**config.mk**
```make
export PLATFORM = sky130hd
export DESIGN_NAME = capture_compare_pulse_accumulator
export DESIGN_NICKNAME = d
export VERILOG_FILES = /design/src/logic/ccpa_pkg.sv /design/src/logic/cc_store.sv /design/src/logic/capture_compare_pulse_accumulator.sv
export SDC_FILE = /design/constraint.sdc
export NUM_CORES = 1
export LEC_CHECK = 0
export BUFFER_PORTS_ARGS = -buffer_cell sky130_fd_sc_hd__buf_4
export CORE_MARGIN = 3
export CORE_UTILIZATION = 56
export CTS_BUF_LIST = sky130_fd_sc_hd__clkbuf_8 sky130_fd_sc_hd__clkbuf_16
export DETAILED_ROUTE_END_ITERATION = 12
export PLACE_DENSITY = 0.77
export SLEW_MARGIN = 15
export SYNTH_ARGS = -nofsm -noshare
export SYNTH_HDL_FRONTEND = slang
export SYNTH_SLANG_ARGS = --single-unit
export TNS_END_PERCENT = 20
```
**constraint.sdc**
```tcl
create_clock -name clk_in -period 8.5 [get_ports clk_in]
set_input_delay 1.7 -clock clk_in [delete_from_list [all_inputs] [get_ports clk_in]]
set_output_delay 1.7 -clock clk_in [all_outputs]
set_load 0.02 [all_outputs]
```
**src/logic/ccpa_pkg.sv**
```systemverilog
// constants, register map and encodings for the capture/compare and pulse accumulator block
package ccpa_pkg;

	// widths
	localparam int ADDR_W = 6;
	localparam int DATA_W = 8;
	localparam int CH_N   = 8;
	localparam int CNT_W  = 16;
	localparam int IDX_W  = 3;

	// register byte addresses
	localparam logic [5:0] MODE_SEL_ADDR  = 6'h00;
	localparam logic [5:0] EDGE_SEL_ADDR  = 6'h01;
	localparam logic [5:0] CC_FIRST_ADDR  = 6'h10;
	localparam logic [5:0] CC_LAST_ADDR   = 6'h1f;
	localparam logic [5:0] CTRL_ADDR      = 6'h20;
	localparam logic [5:0] FLAG_ADDR      = 6'h21;
	localparam logic [5:0] COUNT_HI_ADDR  = 6'h22;
	localparam logic [5:0] COUNT_LO_ADDR  = 6'h23;

	// control register fields
	localparam int ENABLE_BIT   = 6;
	localparam int MODE_BIT     = 5;
	localparam int EDGE_BIT     = 4;
	localparam int CLK_SEL_HI   = 3;
	localparam int CLK_SEL_LO   = 2;
	localparam int OVF_IRQ_BIT  = 1;
	localparam int EDGE_IRQ_BIT = 0;

	// flag register fields
	localparam int OVF_FLAG_BIT  = 1;
	localparam int EDGE_FLAG_BIT = 0;

	// reset values
	localparam logic [7:0]  CTRL_RESET     = 8'h00;
	localparam logic [7:0]  MODE_SEL_RESET = 8'h00;
	localparam logic [7:0]  EDGE_SEL_RESET = 8'h00;
	localparam logic [7:0]  HOLD_RESET     = 8'h00;
	localparam logic [15:0] CC_RESET       = 16'h0000;
	localparam logic [15:0] COUNT_RESET    = 16'h0000;

	// count values at which the divided accumulator clocks fire
	localparam logic [7:0]  DIV256_WRAP    = 8'hff;
	localparam logic [15:0] COUNT_ALL_ONES = 16'hffff;

	// channels that exist in this build, one bit each
	localparam logic [7:0] CHANNELS_PRESENT = 8'hff;

	// accumulator pin channel
	localparam int ACC_CHANNEL = 7;

	// counter clock sources
	typedef enum logic [1:0] {
		CLK_PRESCALER    = 2'b00,
		CLK_ACC          = 2'b01,
		CLK_ACC_DIV256   = 2'b10,
		CLK_ACC_DIV65536 = 2'b11
	} clk_sel_e;

	// read data sources for the cycle after a read strobe
	typedef enum logic [1:0] {
		RD_ZERO    = 2'b00,
		RD_BYTE    = 2'b01,
		RD_CC_HIGH = 2'b10,
		RD_CC_LOW  = 2'b11
	} rd_src_e;

endpackage

```
**src/logic/cc_store.sv**
```systemverilog
// storage for the eight channel capture/compare words, with registered read and compare match
`timescale 1ns/1ps
module cc_store (
	// clock and reset
	input  wire logic        clk_in,
	input  wire logic        rst_in,
	// software write port
	input  wire logic        sw_we_in,
	input  wire logic [2:0]  sw_idx_in,
	input  wire logic [15:0] sw_data_in,
	// capture write port
	input  wire logic [7:0]  cap_we_in,
	input  wire logic [15:0] cap_value_in,
	// read port
	input  wire logic [2:0]  rd_idx_in,
	output logic      [15:0] rd_data_out,
	// compare
	input  wire logic [7:0]  compare_en_in,
	input  wire logic [15:0] counter_in,
	output logic      [7:0]  match_out
);

	logic [15:0] mem [ccpa_pkg::CH_N];

	// per channel: capture in capture mode, software write in compare mode
	always_ff @(posedge clk_in or posedge rst_in) begin
		if (rst_in) begin
			for (int i = 0; i < ccpa_pkg::CH_N; i++) begin
				mem[i] <= ccpa_pkg::CC_RESET;
			end
		end else begin
			for (int i = 0; i < ccpa_pkg::CH_N; i++) begin
				if (cap_we_in[i]) begin
					mem[i] <= cap_value_in;
				end else if (sw_we_in && sw_idx_in == 3'(i)) begin
					mem[i] <= sw_data_in;
				end
			end
		end
	end

	// registered read word
	always_ff @(posedge clk_in or posedge rst_in) begin
		if (rst_in) begin
			rd_data_out <= ccpa_pkg::CC_RESET;
		end else begin
			rd_data_out <= mem[rd_idx_in];
		end
	end

	// compare against the free-running counter
	always_ff @(posedge clk_in or posedge rst_in) begin
		if (rst_in) begin
			match_out <= 8'h00;
		end else begin
			for (int i = 0; i < ccpa_pkg::CH_N; i++) begin
				match_out[i] <= compare_en_in[i] && (counter_in == mem[i]);
			end
		end
	end

endmodule // cc_store

```
**src/logic/capture_compare_pulse_accumulator.sv**
```systemverilog
// channel capture/compare registers and 16-bit pulse accumulator with counter clock select
// Behaviour
// - each channel register captures the counter on an edge while the main timer is enabled, or holds a compare value
// - software writes land only while the channel is in compare mode
// - reset clears every channel register to zero
// - absent channels ignore writes and read as zero
// - accumulator enable works whether or not the main timer is enabled
// - accumulator input is the channel 7 pin
// - mode bit picks event or gated counting; both bits act only when enabled
// - event mode counts falling edges for edge bit 0, rising for 1
// - gated mode gates divide-by-64 ticks by pin level, flags the trailing edge
// - no divide-by-64 tick while the main timer is disabled
// - clock select picks prescaler, accumulator clock, or it divided by 256 or 65536
// - disabled accumulator forces the prescaler clock onto the counter
// - a new clock select acts at once
// - overflow interrupt request follows flag and its enable
// - input edge interrupt request follows flag and its enable
// - control register reads and writes at any time
// - overflow flag sets when the count wraps from all ones to zero
// - the pin is synchronised to the bus clock before edge detection
//
// Local design decision: the address-and-strobe port.
`timescale 1ns/1ps
module capture_compare_pulse_accumulator (
	// clock and reset
	input  wire logic        clk_in,
	input  wire logic        rst_in,
	// register port
	input  wire logic [5:0]  addr_in,
	input  wire logic [7:0]  wdata_in,
	input  wire logic        write_in,
	input  wire logic        read_in,
	output logic      [7:0]  rdata_out,
	// timer core
	input  wire logic        timer_enable_bit_in,
	input  wire logic [15:0] counter_value_in,
	input  wire logic        prescaler_tick_in,
	input  wire logic        prescaler_div64_tick_in,
	output logic             counter_clock_tick_out,
	// channel pins
	input  wire logic [7:0]  channel_pin_in,
	// channel events
	output logic      [7:0]  compare_match_out,
	output logic      [7:0]  capture_event_out,
	// accumulator interrupt requests
	output logic             acc_overflow_irq_out,
	output logic             acc_input_irq_out
);

	// address is one of the channel register bytes
	function automatic logic is_cc_addr(input logic [5:0] a);
		return (a >= ccpa_pkg::CC_FIRST_ADDR) && (a <= ccpa_pkg::CC_LAST_ADDR);
	endfunction
	// channel index of a channel register byte
	function automatic logic [2:0] cc_index(input logic [5:0] a);
		return a[3:1];
	endfunction
	// selected edge: rising when sel is 1, falling when 0
	function automatic logic pick_edge(input logic sel, input logic rise, input logic fall);
		return sel ? rise : fall;
	endfunction

	// registers
	logic [7:0]        channel_mode_select, capture_edge_sel, pulse_acc_control, rd_byte;
	logic [7:0]        cc_write_hold, count_write_hold, count_read_hold, cc_read_hold;
	logic              acc_overflow_flag, acc_input_edge_flag;
	logic [15:0]       pulse_acc_count;
	ccpa_pkg::rd_src_e rd_src;

	// pin synchronisers and edge history
	logic [7:0] pin_meta, pin_sync, pin_prev, pin_rise, pin_fall;

	// decoded accesses
	logic        wr_cc, wr_cc_low, sw_we;
	logic [2:0]  wr_ch;
	logic [15:0] sw_data, cc_word;
	logic [7:0]  cap_we;

	// accumulator controls
	logic               acc_enable, acc_gated, acc_edge, gate_level, div64_tick;
	logic               accumulator_clock, acc_input_event, acc_wrap, count_write, flag_clear_ok;
	ccpa_pkg::clk_sel_e clk_sel;

	// two-stage synchroniser, then one more stage for edges
	always_ff @(posedge clk_in or posedge rst_in) begin
		if (rst_in) begin
			pin_meta <= 8'h00;
			pin_sync <= 8'h00;
			pin_prev <= 8'h00;
		end else begin
			pin_meta <= channel_pin_in;
			pin_sync <= pin_meta;
			pin_prev <= pin_sync;
		end
	end

	assign pin_rise = pin_sync & ~pin_prev;
	assign pin_fall = ~pin_sync & pin_prev;

	// channel register write decode
	assign wr_cc     = write_in && is_cc_addr(addr_in);
	assign wr_cc_low = wr_cc && addr_in[0];
	assign wr_ch     = cc_index(addr_in);
	assign sw_we     = wr_cc_low && channel_mode_select[wr_ch] && ccpa_pkg::CHANNELS_PRESENT[wr_ch];
	assign sw_data   = {cc_write_hold, wdata_in};

	// capture strobes per channel
	always_comb begin
		for (int i = 0; i < ccpa_pkg::CH_N; i++) begin
			cap_we[i] = ccpa_pkg::CHANNELS_PRESENT[i] && !channel_mode_select[i] && timer_enable_bit_in
				&& pick_edge(capture_edge_sel[i], pin_rise[i], pin_fall[i]);
		end
	end

	cc_store cc_store_inst (
		.clk_in        (clk_in),
		.rst_in        (rst_in),
		.sw_we_in      (sw_we),
		.sw_idx_in     (wr_ch),
		.sw_data_in    (sw_data),
		.cap_we_in     (cap_we),
		.cap_value_in  (counter_value_in),
		.rd_idx_in     (cc_index(addr_in)),
		.rd_data_out   (cc_word),
		.compare_en_in (channel_mode_select & ccpa_pkg::CHANNELS_PRESENT),
		.counter_in    (counter_value_in),
		.match_out     (compare_match_out)
	);

	// capture event pulses
	always_ff @(posedge clk_in or posedge rst_in) begin
		if (rst_in) begin
			capture_event_out <= 8'h00;
		end else begin
			capture_event_out <= cap_we;
		end
	end

	// high byte of a channel write waits here for the low byte
	always_ff @(posedge clk_in or posedge rst_in) begin
		if (rst_in) begin
			cc_write_hold <= ccpa_pkg::HOLD_RESET;
		end else if (wr_cc && !addr_in[0]) begin
			cc_write_hold <= wdata_in;
		end
	end

	// mode and edge select registers
	always_ff @(posedge clk_in or posedge rst_in) begin
		if (rst_in) begin
			channel_mode_select <= ccpa_pkg::MODE_SEL_RESET;
			capture_edge_sel    <= ccpa_pkg::EDGE_SEL_RESET;
		end else if (write_in) begin
			if (addr_in == ccpa_pkg::MODE_SEL_ADDR) begin
				channel_mode_select <= wdata_in & ccpa_pkg::CHANNELS_PRESENT;
			end else if (addr_in == ccpa_pkg::EDGE_SEL_ADDR) begin
				capture_edge_sel <= wdata_in & ccpa_pkg::CHANNELS_PRESENT;
			end
		end
	end

	// accumulator control register, writable at any time
	always_ff @(posedge clk_in or posedge rst_in) begin
		if (rst_in) begin
			pulse_acc_control <= ccpa_pkg::CTRL_RESET;
		end else if (write_in && addr_in == ccpa_pkg::CTRL_ADDR) begin
			pulse_acc_control <= wdata_in;
		end
	end

	assign acc_enable = pulse_acc_control[ccpa_pkg::ENABLE_BIT];
	assign acc_gated  = pulse_acc_control[ccpa_pkg::MODE_BIT];
	assign acc_edge   = pulse_acc_control[ccpa_pkg::EDGE_BIT];
	assign clk_sel    = ccpa_pkg::clk_sel_e'(pulse_acc_control[ccpa_pkg::CLK_SEL_HI:ccpa_pkg::CLK_SEL_LO]);

	// accumulator path, all from the synchronised channel 7 pin
	assign gate_level = acc_edge ? !pin_sync[ccpa_pkg::ACC_CHANNEL] : pin_sync[ccpa_pkg::ACC_CHANNEL];
	assign div64_tick = prescaler_div64_tick_in && timer_enable_bit_in;

	always_comb begin
		accumulator_clock = 1'b0;
		if (acc_enable) begin
			if (acc_gated) begin
				accumulator_clock = div64_tick && gate_level;
			end else begin
				accumulator_clock = acc_input_event;
			end
		end
	end

	// event mode flags the counted edge; gated mode flags the trailing edge of the gate
	assign acc_input_event = acc_enable && pick_edge(acc_edge, pin_rise[ccpa_pkg::ACC_CHANNEL],
		pin_fall[ccpa_pkg::ACC_CHANNEL]);

	assign acc_wrap    = accumulator_clock && (pulse_acc_count == ccpa_pkg::COUNT_ALL_ONES);
	assign count_write = write_in && addr_in == ccpa_pkg::COUNT_LO_ADDR;

	// accumulator count; software low-byte write loads the whole word
	always_ff @(posedge clk_in or posedge rst_in) begin
		if (rst_in) begin
			pulse_acc_count <= ccpa_pkg::COUNT_RESET;
		end else if (count_write) begin
			pulse_acc_count <= {count_write_hold, wdata_in};
		end else if (accumulator_clock) begin
			pulse_acc_count <= pulse_acc_count + 16'h0001;
		end
	end

	always_ff @(posedge clk_in or posedge rst_in) begin
		if (rst_in) begin
			count_write_hold <= ccpa_pkg::HOLD_RESET;
		end else if (write_in && addr_in == ccpa_pkg::COUNT_HI_ADDR) begin
			count_write_hold <= wdata_in;
		end
	end

	// flags: write one to clear while timer or accumulator is enabled; a new event wins
	assign flag_clear_ok = write_in && addr_in == ccpa_pkg::FLAG_ADDR && (timer_enable_bit_in || acc_enable);

	always_ff @(posedge clk_in or posedge rst_in) begin
		if (rst_in) begin
			acc_overflow_flag <= 1'b0;
		end else if (acc_wrap && !count_write) begin
			acc_overflow_flag <= 1'b1;
		end else if (flag_clear_ok && wdata_in[ccpa_pkg::OVF_FLAG_BIT]) begin
			acc_overflow_flag <= 1'b0;
		end
	end

	always_ff @(posedge clk_in or posedge rst_in) begin
		if (rst_in) begin
			acc_input_edge_flag <= 1'b0;
		end else if (acc_input_event) begin
			acc_input_edge_flag <= 1'b1;
		end else if (flag_clear_ok && wdata_in[ccpa_pkg::EDGE_FLAG_BIT]) begin
			acc_input_edge_flag <= 1'b0;
		end
	end

	// interrupt requests
	assign acc_overflow_irq_out = acc_overflow_flag && pulse_acc_control[ccpa_pkg::OVF_IRQ_BIT];
	assign acc_input_irq_out    = acc_input_edge_flag && pulse_acc_control[ccpa_pkg::EDGE_IRQ_BIT];

	// timer counter clock source, switched with no boundary wait
	always_comb begin
		counter_clock_tick_out = prescaler_tick_in;
		if (acc_enable) begin
			case (clk_sel)
				ccpa_pkg::CLK_PRESCALER: begin
					counter_clock_tick_out = prescaler_tick_in;
				end
				ccpa_pkg::CLK_ACC: begin
					counter_clock_tick_out = accumulator_clock;
				end
				ccpa_pkg::CLK_ACC_DIV256: begin
					counter_clock_tick_out = accumulator_clock && (pulse_acc_count[7:0] == ccpa_pkg::DIV256_WRAP);
				end
				ccpa_pkg::CLK_ACC_DIV65536: begin
					counter_clock_tick_out = acc_wrap;
				end
			endcase
		end
	end

	// read: source chosen at the strobe, data presented the next cycle
	always_ff @(posedge clk_in or posedge rst_in) begin
		if (rst_in) begin
			rd_src  <= ccpa_pkg::RD_ZERO;
			rd_byte <= 8'h00;
		end else begin
			rd_src  <= ccpa_pkg::RD_ZERO;
			rd_byte <= 8'h00;
			if (read_in) begin
				if (is_cc_addr(addr_in) && ccpa_pkg::CHANNELS_PRESENT[cc_index(addr_in)]) begin
					rd_src <= addr_in[0] ? ccpa_pkg::RD_CC_LOW : ccpa_pkg::RD_CC_HIGH;
				end else if (addr_in == ccpa_pkg::MODE_SEL_ADDR) begin
					rd_src  <= ccpa_pkg::RD_BYTE;
					rd_byte <= channel_mode_select;
				end else if (addr_in == ccpa_pkg::EDGE_SEL_ADDR) begin
					rd_src  <= ccpa_pkg::RD_BYTE;
					rd_byte <= capture_edge_sel;
				end else if (addr_in == ccpa_pkg::CTRL_ADDR) begin
					rd_src  <= ccpa_pkg::RD_BYTE;
					rd_byte <= pulse_acc_control;
				end else if (addr_in == ccpa_pkg::FLAG_ADDR) begin
					rd_src  <= ccpa_pkg::RD_BYTE;
					rd_byte <= {6'h00, acc_overflow_flag, acc_input_edge_flag};
				end else if (addr_in == ccpa_pkg::COUNT_HI_ADDR) begin
					rd_src  <= ccpa_pkg::RD_BYTE;
					rd_byte <= pulse_acc_count[15:8];
				end else if (addr_in == ccpa_pkg::COUNT_LO_ADDR) begin
					rd_src  <= ccpa_pkg::RD_BYTE;
					rd_byte <= count_read_hold;
				end
			end
		end
	end

	// high-byte reads freeze the matching low byte for the following low read
	always_ff @(posedge clk_in or posedge rst_in) begin
		if (rst_in) begin
			count_read_hold <= ccpa_pkg::HOLD_RESET;
		end else if (read_in && addr_in == ccpa_pkg::COUNT_HI_ADDR) begin
			count_read_hold <= pulse_acc_count[7:0];
		end
	end

	always_ff @(posedge clk_in or posedge rst_in) begin
		if (rst_in) begin
			cc_read_hold <= ccpa_pkg::HOLD_RESET;
		end else if (rd_src == ccpa_pkg::RD_CC_HIGH) begin
			cc_read_hold <= cc_word[7:0];
		end
	end

	// read data mux over registered sources
	always_comb begin
		case (rd_src)
			ccpa_pkg::RD_BYTE: begin
				rdata_out = rd_byte;
			end
			ccpa_pkg::RD_CC_HIGH: begin
				rdata_out = cc_word[15:8];
			end
			ccpa_pkg::RD_CC_LOW: begin
				rdata_out = cc_read_hold;
			end
			default: begin
				rdata_out = 8'h00;
			end
		endcase
	end

endmodule // capture_compare_pulse_accumulator

```
==> summary.md, run 1 <==
| Metric | Value |
|---|---|
| Top flop regs | `cc_store_inst.mem: 128 flops, cc_store_inst.rd_data_out: 16 flops, pulse_acc_count: 16 flops` |
| Max_slew headroom | `22.71%` |
| Yosys reg bits | `268` |
| Largest Register | `cc_store_inst.mem` |
| Final Setup Violations | `0` |
| Cell count after synthesis | `approximately 1300` |
| Worst skew pair latency | `~0.55 ns` |
| Post-place instance area | `14760 um2` |
| # H-tree levels | `1` |
| Post-route setup slack | `3.505 ns` |
| Share of the synthesized area in the top cell type | `47.47%` |
| Syn Nets | `1322` |
| Die Area | `27170 um2` |
| Clk sinks | `268` |
| Post-Route WL | `38160 um` |
| Largest register FFs | `around 130` |
| Final critical-path share of the clock period | `58.76%` |
| Yosys cell types | `56` |
| Worst path max stage delay | `0.63 ns` |
| Ys flop type | `dfrtp_1` |
| Unrepaired setup endpoints after global routing | `false` |
| WL per Instance | `about 23 um` |
| Largest net degree at the start of global routing | `83` |
| Slew at the pin closest to its max-slew limit | `1.159 ns` |
| Fmax | `200.2 MHz` |
| Pre-CTS WS | `3.531 ns` |
| Die Height | `164.8 um` |
| Endpoint type of the worst setup path | `output port` |
| Synth top cells by count | `dfrtp_1, nand2_1, mux2i_1` |
| Layout fillers | `about 1900` |
| CTS tree | `built` |
| Seq/Total Area, Yosys | `47.47%` |
| Core Area | `24530 um2` |
| Initial Util | `57.58%` |
| WS Path Type | `input port to output port` |
| Number of synthesized flops with an enable pin | `0` |
| Pwr/cell area | `247.0 nW/um2` |
| DP HPWL | `25210 um` |
| Detail Route Antenna Nets | `0` |
| Total track usage | `~29%` |
| Most frequent cell after synthesis | `dfrtp_1` |
| Layout cell share with drive strength beyond 1 | `21.76%` |
| Die W | `164.8 um` |
| IO buf count | `71` |
| Root buffer cell | `clkbuf_16` |
| CTS Hold Buffers Added | `0` |
| Grt ovf | `0` |
| Initial DRC Count | `1059` |
| First drt pass iteration count | `6` |
| Startpoint types | `input port` |
| Post-layout instance area | `roughly 16000 um2` |
| Most used cell, CP | `buf_4` |
| CP max FO | `15` |
| IO Pins | `72` |
| Final Power | `0.003900 W` |
| Vias per inst | `between 6 and 7` |
| Cells after DPL | `1577` |
| Row cnt | `57` |
| Final setup TNS | `0 ns` |
| Hold crit path type | `flip-flop to flip-flop` |
| Clk slew on worst S/H paths | `about 0.060 ns` |
| Vias in the first global route | `approximately 10000` |
| Synth area leaders | `dfrtp_1, mux2i_1, mux2_2, xnor2_1, mux4_2` |
| Leak | `6.571 nW` |
| Peak VDD IR | `0.1550 mV` |
| Final hold vios | `0` |
| DRC Markers | `0` |
| CP Data Required Time | `between 6 and 7 ns` |
| Synth warnings | `0` |
| Synth async-reset ratio | `100.0%` |
| Clock buffer depth | `3` |
| Syn_area_per_cell | `11.07 um2` |
| Nets@finish | `1329` |
| Post-CTS sizing | `0` |
| Area Overhead vs Synth | `11.74%` |
| Outcome | `completed` |
| Combined flip-flop and latch cell area | `roughly 6700 um2` |
| Slowest stage cell, crit path | `mux4_2` |
| CTS buffer count | `28` |
| Post-route minimum period | `4.995 ns` |
| Setup Buffers After CTS | `0` |
| Max_cap viols | `0` |
| Routed vias | `about 10000` |
| Final Instance Count excl. Fillers | `1630` |
| Cell Area, Synth | `around 14000 um2` |
| First-pass GRT wire length | `59300 um` |
| RD Place Congestion | `0.8925` |
| Critical path arrival | `3.29 ns` |
| Multi-input logic area | `6963 um2` |
| Worst clock skew | `0.01229 ns` |
| Initial antenna violation count | `3` |
| Cells along the critical path | `buf_4 > and3b_1 > mux4_2 > nand2_1 > a311oi_1 > a21o_1 > buf_4` |
| Synth area leader | `dfrtp_1` |
| Final Max Tran Viols | `0` |
==> cell usage in the layout, fill, tap and decap left out, types with 4 or more instances in the layout <==
master | synthesis | final
inv_1 | 4 | 5
nor3b_2 | 1 | 4
nand4_1 | 32 | 32
xor2_1 | 47 | 47
clkinvlp_4 | 0 | 6
nand2_1 | 133 | 133
xnor2_1 | 96 | 96
a21oi_1 | 53 | 47
and3_1 | 8 | 8
nand3_1 | 10 | 10
a21oi_2 | 0 | 6
nor2_1 | 47 | 47
nand2b_1 | 6 | 6
buf_4 | 12 | 89
mux2_2 | 82 | 82
nand3b_1 | 4 | 4
clkinv_2 | 0 | 7
dfrtp_1 | 268 | 268
a222oi_1 | 8 | 8
mux4_2 | 33 | 33
a22oi_1 | 8 | 8
bufinv_16 | 0 | 6
nor3_1 | 5 | 4
o21ai_0 | 99 | 99
clkbuf_16 | 0 | 29
nor4_1 | 16 | 16
nor2b_1 | 9 | 9
o21ai_1 | 12 | 10
a22o_1 | 9 | 9
mux2i_1 | 131 | 131
==> path summary, 6_finish.rpt <==
path / from / to / slack [ns] / cells past startpoint
max: timer_enable_bit_in / counter_clock_tick_out / 3.51 / 7
min: pin_meta[1] / pin_sync[1] / 0.35 / 0
max reg2reg: pin_sync[7] / cc_store_inst.mem[9] / 6.34 / 7
min reg2reg: pin_meta[1] / pin_sync[1] / 0.35 / 0
max in group asynchronous: rst_in / cc_store_inst.mem[105] / 5.55 / 3
min in group asynchronous: rst_in / pin_sync[6] / 1.37 / 2
==> kinds of logic after synthesis <==
logic type | share of synthesized area, %
fa+ha+maj | 0.08855
flops | 47.47
buf+inv | 3.702
xor+xnor | 8.865
compound gates | 7.759
mux | 21.16
simple gates | 10.96
==> power by group <==
part,total [W],switching [W],internal (W)
Sequential,0.00178,0.000254,0.00152
Combinational,0.000782,0.000392,0.000390
Clock,0.00134,0.000522,0.000820
==> routing by layer <==
metal  routed length, um  global-route usage (%)  vias up
li1                    -                       -     4530
met1               15910                   40.90     5059
met2               18060                   45.77      451
met3                3122                   4.841       80
met4                1036                   7.854        4
met5                  27                       0        -
==> critical path: cells and delay by family <==
kind / cells / cell delay [ns]
buffers and inverters: 2 / 0.32
AND/OR/NAND/NOR: 2 / 0.41
multiplexers: 1 / 0.63
AO/OA/AOI/OAI: 2 / 0.23
==> metrics by stage <==
step / util [%] / hold WS [ns]
after floorplan: - / 0.3312
after global placement: 60.17 / 0.3346
after detailed placement: 60.17 / 0.3355
after CTS: 64.34 / 0.3491
after global routing: 64.35 / 0.3518
final: 64.35 / 0.3474
==> layout make-up <==
cell class | count | area share, %
multi-input combinational | 892 | 44.11
sequential | 268 | 42.48
clock buffer | 31 | 4.771
timing repair buffer | 89 | 4.232
tap | 324 | 2.568
clock inverter | 21 | 1.704
inverter | 4 | 0.1189
antenna | 1 | 0.01585
Power figures use the tool's default switching activity.
==> run 2: changes to the inputs <==
- clock period: 8.5 -> 4.5 ns (I/O delays scaled with it)
==> run 2 against run 1 <==
Against the previous run: combinational power up 92%; clock power up 73%; die area unchanged; non-clock buffer count up 3; sequential share of layout area up 0.064 points; flip-flop and latch count unchanged; cell area down 0.15%; worst setup slack worse by 2.4 ns; wire length up 2.3%; critical endpoint unchanged; largest power group unchanged; highest routed layer is now met4.
==> summary.md, run 2 (same netlist as run 1, synthesis figures left out) <==
| Metric | Value |
|---|---|
| Final Instance Count excl. Fillers | `1631 (was 1630)` |
| Vias per inst | `6.319 (was 6.211)` |
| # H-tree levels | `1 (unchanged)` |
| Met3 wire length | `3682 um (was 3122 um)` |
| Clk slew on worst S/H paths | `0.06 ns (about the same)` |
| CP Data Required Time | `3.60 ns (was 6.80 ns)` |
| Final core utilization | `64.25% (was 64.35%)` |
| Setup crit end | `counter_clock_tick_out (unchanged)` |
| Post-CTS sizing | `0 (unchanged)` |
| Clk sinks | `268 (unchanged)` |
| Worst clock skew | `0.01814 ns (was 0.01229 ns)` |
| Final Power | `0.007174 W (was 0.003900 W)` |
| DRC Markers | `0 (unchanged)` |
| Grt ovf | `0 (unchanged)` |
| Initial DRC Count | `1156 (was 1059)` |
| Metal2 WL | `18270 um (was 18060 um)` |
| CTS Hold Buffers Added | `0 (unchanged)` |
| Top Metal Used | `met4 (was met5)` |
| Flop pwr share | `46.8% (was 45.5%)` |
| Critical path arrival | `2.50 ns (was 3.29 ns)` |
| Nets@finish | `1333 (was 1329)` |
| Top flop regs | `cc_store_inst.mem: 128 flops, cc_store_inst.rd_data_out: 16 flops, pulse_acc_count: 16 flops (unchanged)` |
| CP max FO | `15 (unchanged)` |
| Detail Route Antenna Nets | `0 (unchanged)` |
| Final setup TNS | `0 ns (unchanged)` |
| Vias in the first global route | `10280 (was 10090)` |
| Final Setup Violations | `0 (unchanged)` |
| Initial antenna violation count | `1 (was 3)` |
| Setup Buffers After CTS | `0 (unchanged)` |
| Metal1 wirelength | `15530 um (was 15910 um)` |
| Cells after DPL | `1579 (was 1577)` |
| Worst reg-to-reg setup slack | `2.02 ns (was 6.34 ns)` |
| R2r worst-path depth | `5 (was 7)` |
| Clk pwr share | `32.4% (was 34.4%)` |
| Outcome | `completed (unchanged)` |
| Routed vias | `10310 (was 10120)` |
| Clock buffer depth | `3 (unchanged)` |
| Pwr/cell area | `455.1 nW/um2 (was 247.0 nW/um2)` |
| Endpoint type of the worst setup path | `output port (unchanged)` |
| Layout cell share with drive strength beyond 1 | `21.52% (was 21.76%)` |
| Total track usage | `28.96% (was 28.67%)` |
| Switching power | `0.002198 W (was 0.001168 W)` |
| DP HPWL | `25570 um (was 25210 um)` |
| First-pass GRT wire length | `60160 um (was 59300 um)` |
| Unrepaired setup endpoints after global routing | `false (unchanged)` |
| RD Place Congestion | `0.9231 (was 0.8925)` |
| Leak | `6.583 nW (was 6.571 nW)` |
| Slew at the pin closest to its max-slew limit | `0.9585 ns (was 1.159 ns)` |
| Final Max Tran Viols | `0 (unchanged)` |
| Core Area | `24530 um2 (unchanged)` |
| IO buf count | `71 (unchanged)` |
| WS Path Type | `input port to output port (unchanged)` |
| Largest net degree at the start of global routing | `77 (was 83)` |
| Hold_ws | `0.3241 ns (was 0.3474 ns)` |
| Die Area | `27170 um2 (unchanged)` |
| Max_slew headroom | `36.10% (was 22.71%)` |
| Most common cell after layout, fill and taps aside | `dfrtp_1 (unchanged)` |
| Final hold vios | `0 (unchanged)` |
| Row cnt | `57 (unchanged)` |
| Worst r2r dst | `cc_store_inst.mem[26] (was cc_store_inst.mem[9])` |
| Initial Util | `57.58% (unchanged)` |
| Post-Route WL | `39030 um (was 38160 um)` |
| Sw Share | `30.64% (was 29.96%)` |
| Hold crit path type | `input port to async pin (was flip-flop to flip-flop)` |
| CTS tree | `built (unchanged)` |
| First drt pass iteration count | `8 (was 6)` |
| Startpoint types | `input port (unchanged)` |
| Logic pwr share | `20.9% (was 20.1%)` |
| Worst skew pair latency | `0.55 ns (about the same)` |
| Area Overhead vs Synth | `11.58% (was 11.74%)` |
| Largest Register | `cc_store_inst.mem (unchanged)` |
| Internal power | `0.004976 W (was 0.002731 W)` |
| CTS buffer count | `29 (was 28)` |
| Start point of the critical path | `timer_enable_bit_in (unchanged)` |
| Final critical-path share of the clock period | `75.53%` |
| Peak VDD IR | `0.2694 mV (was 0.1550 mV)` |
| Root buffer cell | `clkbuf_16 (unchanged)` |
| Most frequent cells in the layout | `dfrtp_1, nand2_1, mux2i_1 (unchanged)` |
| Die Height | `164.8 um (unchanged)` |
| Largest register FFs | `128 (unchanged)` |
| RR Startpoint | `capture_edge_sel[6] (was pin_sync[7])` |
| Layout fillers | `1903 (was 1920)` |
| Fmax | `294.2 MHz` |
| WL per Instance | `23.93 um (was 23.41 um)` |
| Max_cap viols | `0 (unchanged)` |
| Post-route minimum period | `3.399 ns` |
| IO Pins | `72 (unchanged)` |
| Die W | `164.8 um (unchanged)` |
[run 2: changes by cell type in the layout (fill, tap and decap cells not counted)]
cell,change
buf_12,+4
buf_4,-1
bufinv_16,-4
clkbuf_8,+3
clkinv_2,-2
clkinv_4,-1
clkinvlp_4,-3
inv_1,+4
inv_6,+1
[run 2: how the worst min path moves through the flow]
stage	slack (ns)	cells past startpoint	endpoint
after global routing	0.34	2	capture_edge_sel[6]
after floorplan	0.33	0	pin_sync[0]
after detailed placement	0.33	0	pin_sync[2]
after global placement	0.34	0	pin_sync[0]
final	0.32	2	count_read_hold[3]
after CTS	0.35	0	pin_sync[2]
[run 2: metal layers]
metal  global-route usage [%]  up-vias
met5                        0        -
met4                    11.25        0
met3                    5.618      108
met2                    44.97      520
met1                    40.51     5145
li1                         -     4533
[run 2: power by group through the flow]
stage          clock (W)  combinational [W]  sequential, W
2_1_floorplan          0            0.00113        0.00320
3_3_place_gp           0            0.00141        0.00336
3_5_place_dp           0            0.00146        0.00338
4_1_cts          0.00235            0.00148        0.00334
5_1_grt          0.00244            0.00162        0.00342
6_report         0.00232            0.00150        0.00336
[run 2: stage by stage]
step | setup slack (ns) | instance area (um2)
after global placement | 1.155 | 14810
after floorplan | 0.06053 | 14130
after CTS | 1.105 | 15740
after global routing | 1.028 | 15760
after detailed placement | 1.116 | 14810
final | 1.101 | 15760
[run 2: layout make-up]
| type | instances | area (um2) | area share [%] |
|---|---|---|---|
| tap | 324 | 405.4 | 2.572 |
| clock buffer | 34 | 794.5 | 5.040 |
| clock inverter | 16 | 131.4 | 0.8335 |
| timing repair buffer | 92 | 740.7 | 4.699 |
| antenna | 1 | 2.502 | 0.01588 |
| sequential | 268 | 6706 | 42.55 |
| multi-input combinational | 892 | 6963 | 44.17 |
| inverter | 4 | 18.77 | 0.1191 |
[run 2: critical path: stages]
cell and delay [ns]:
buf_4 0.16, and3b_1 0.18, mux4_2 0.63, nand2_1 0.23, a311oi_1 0.07, a21o_1 0.16, buf_4 0.15
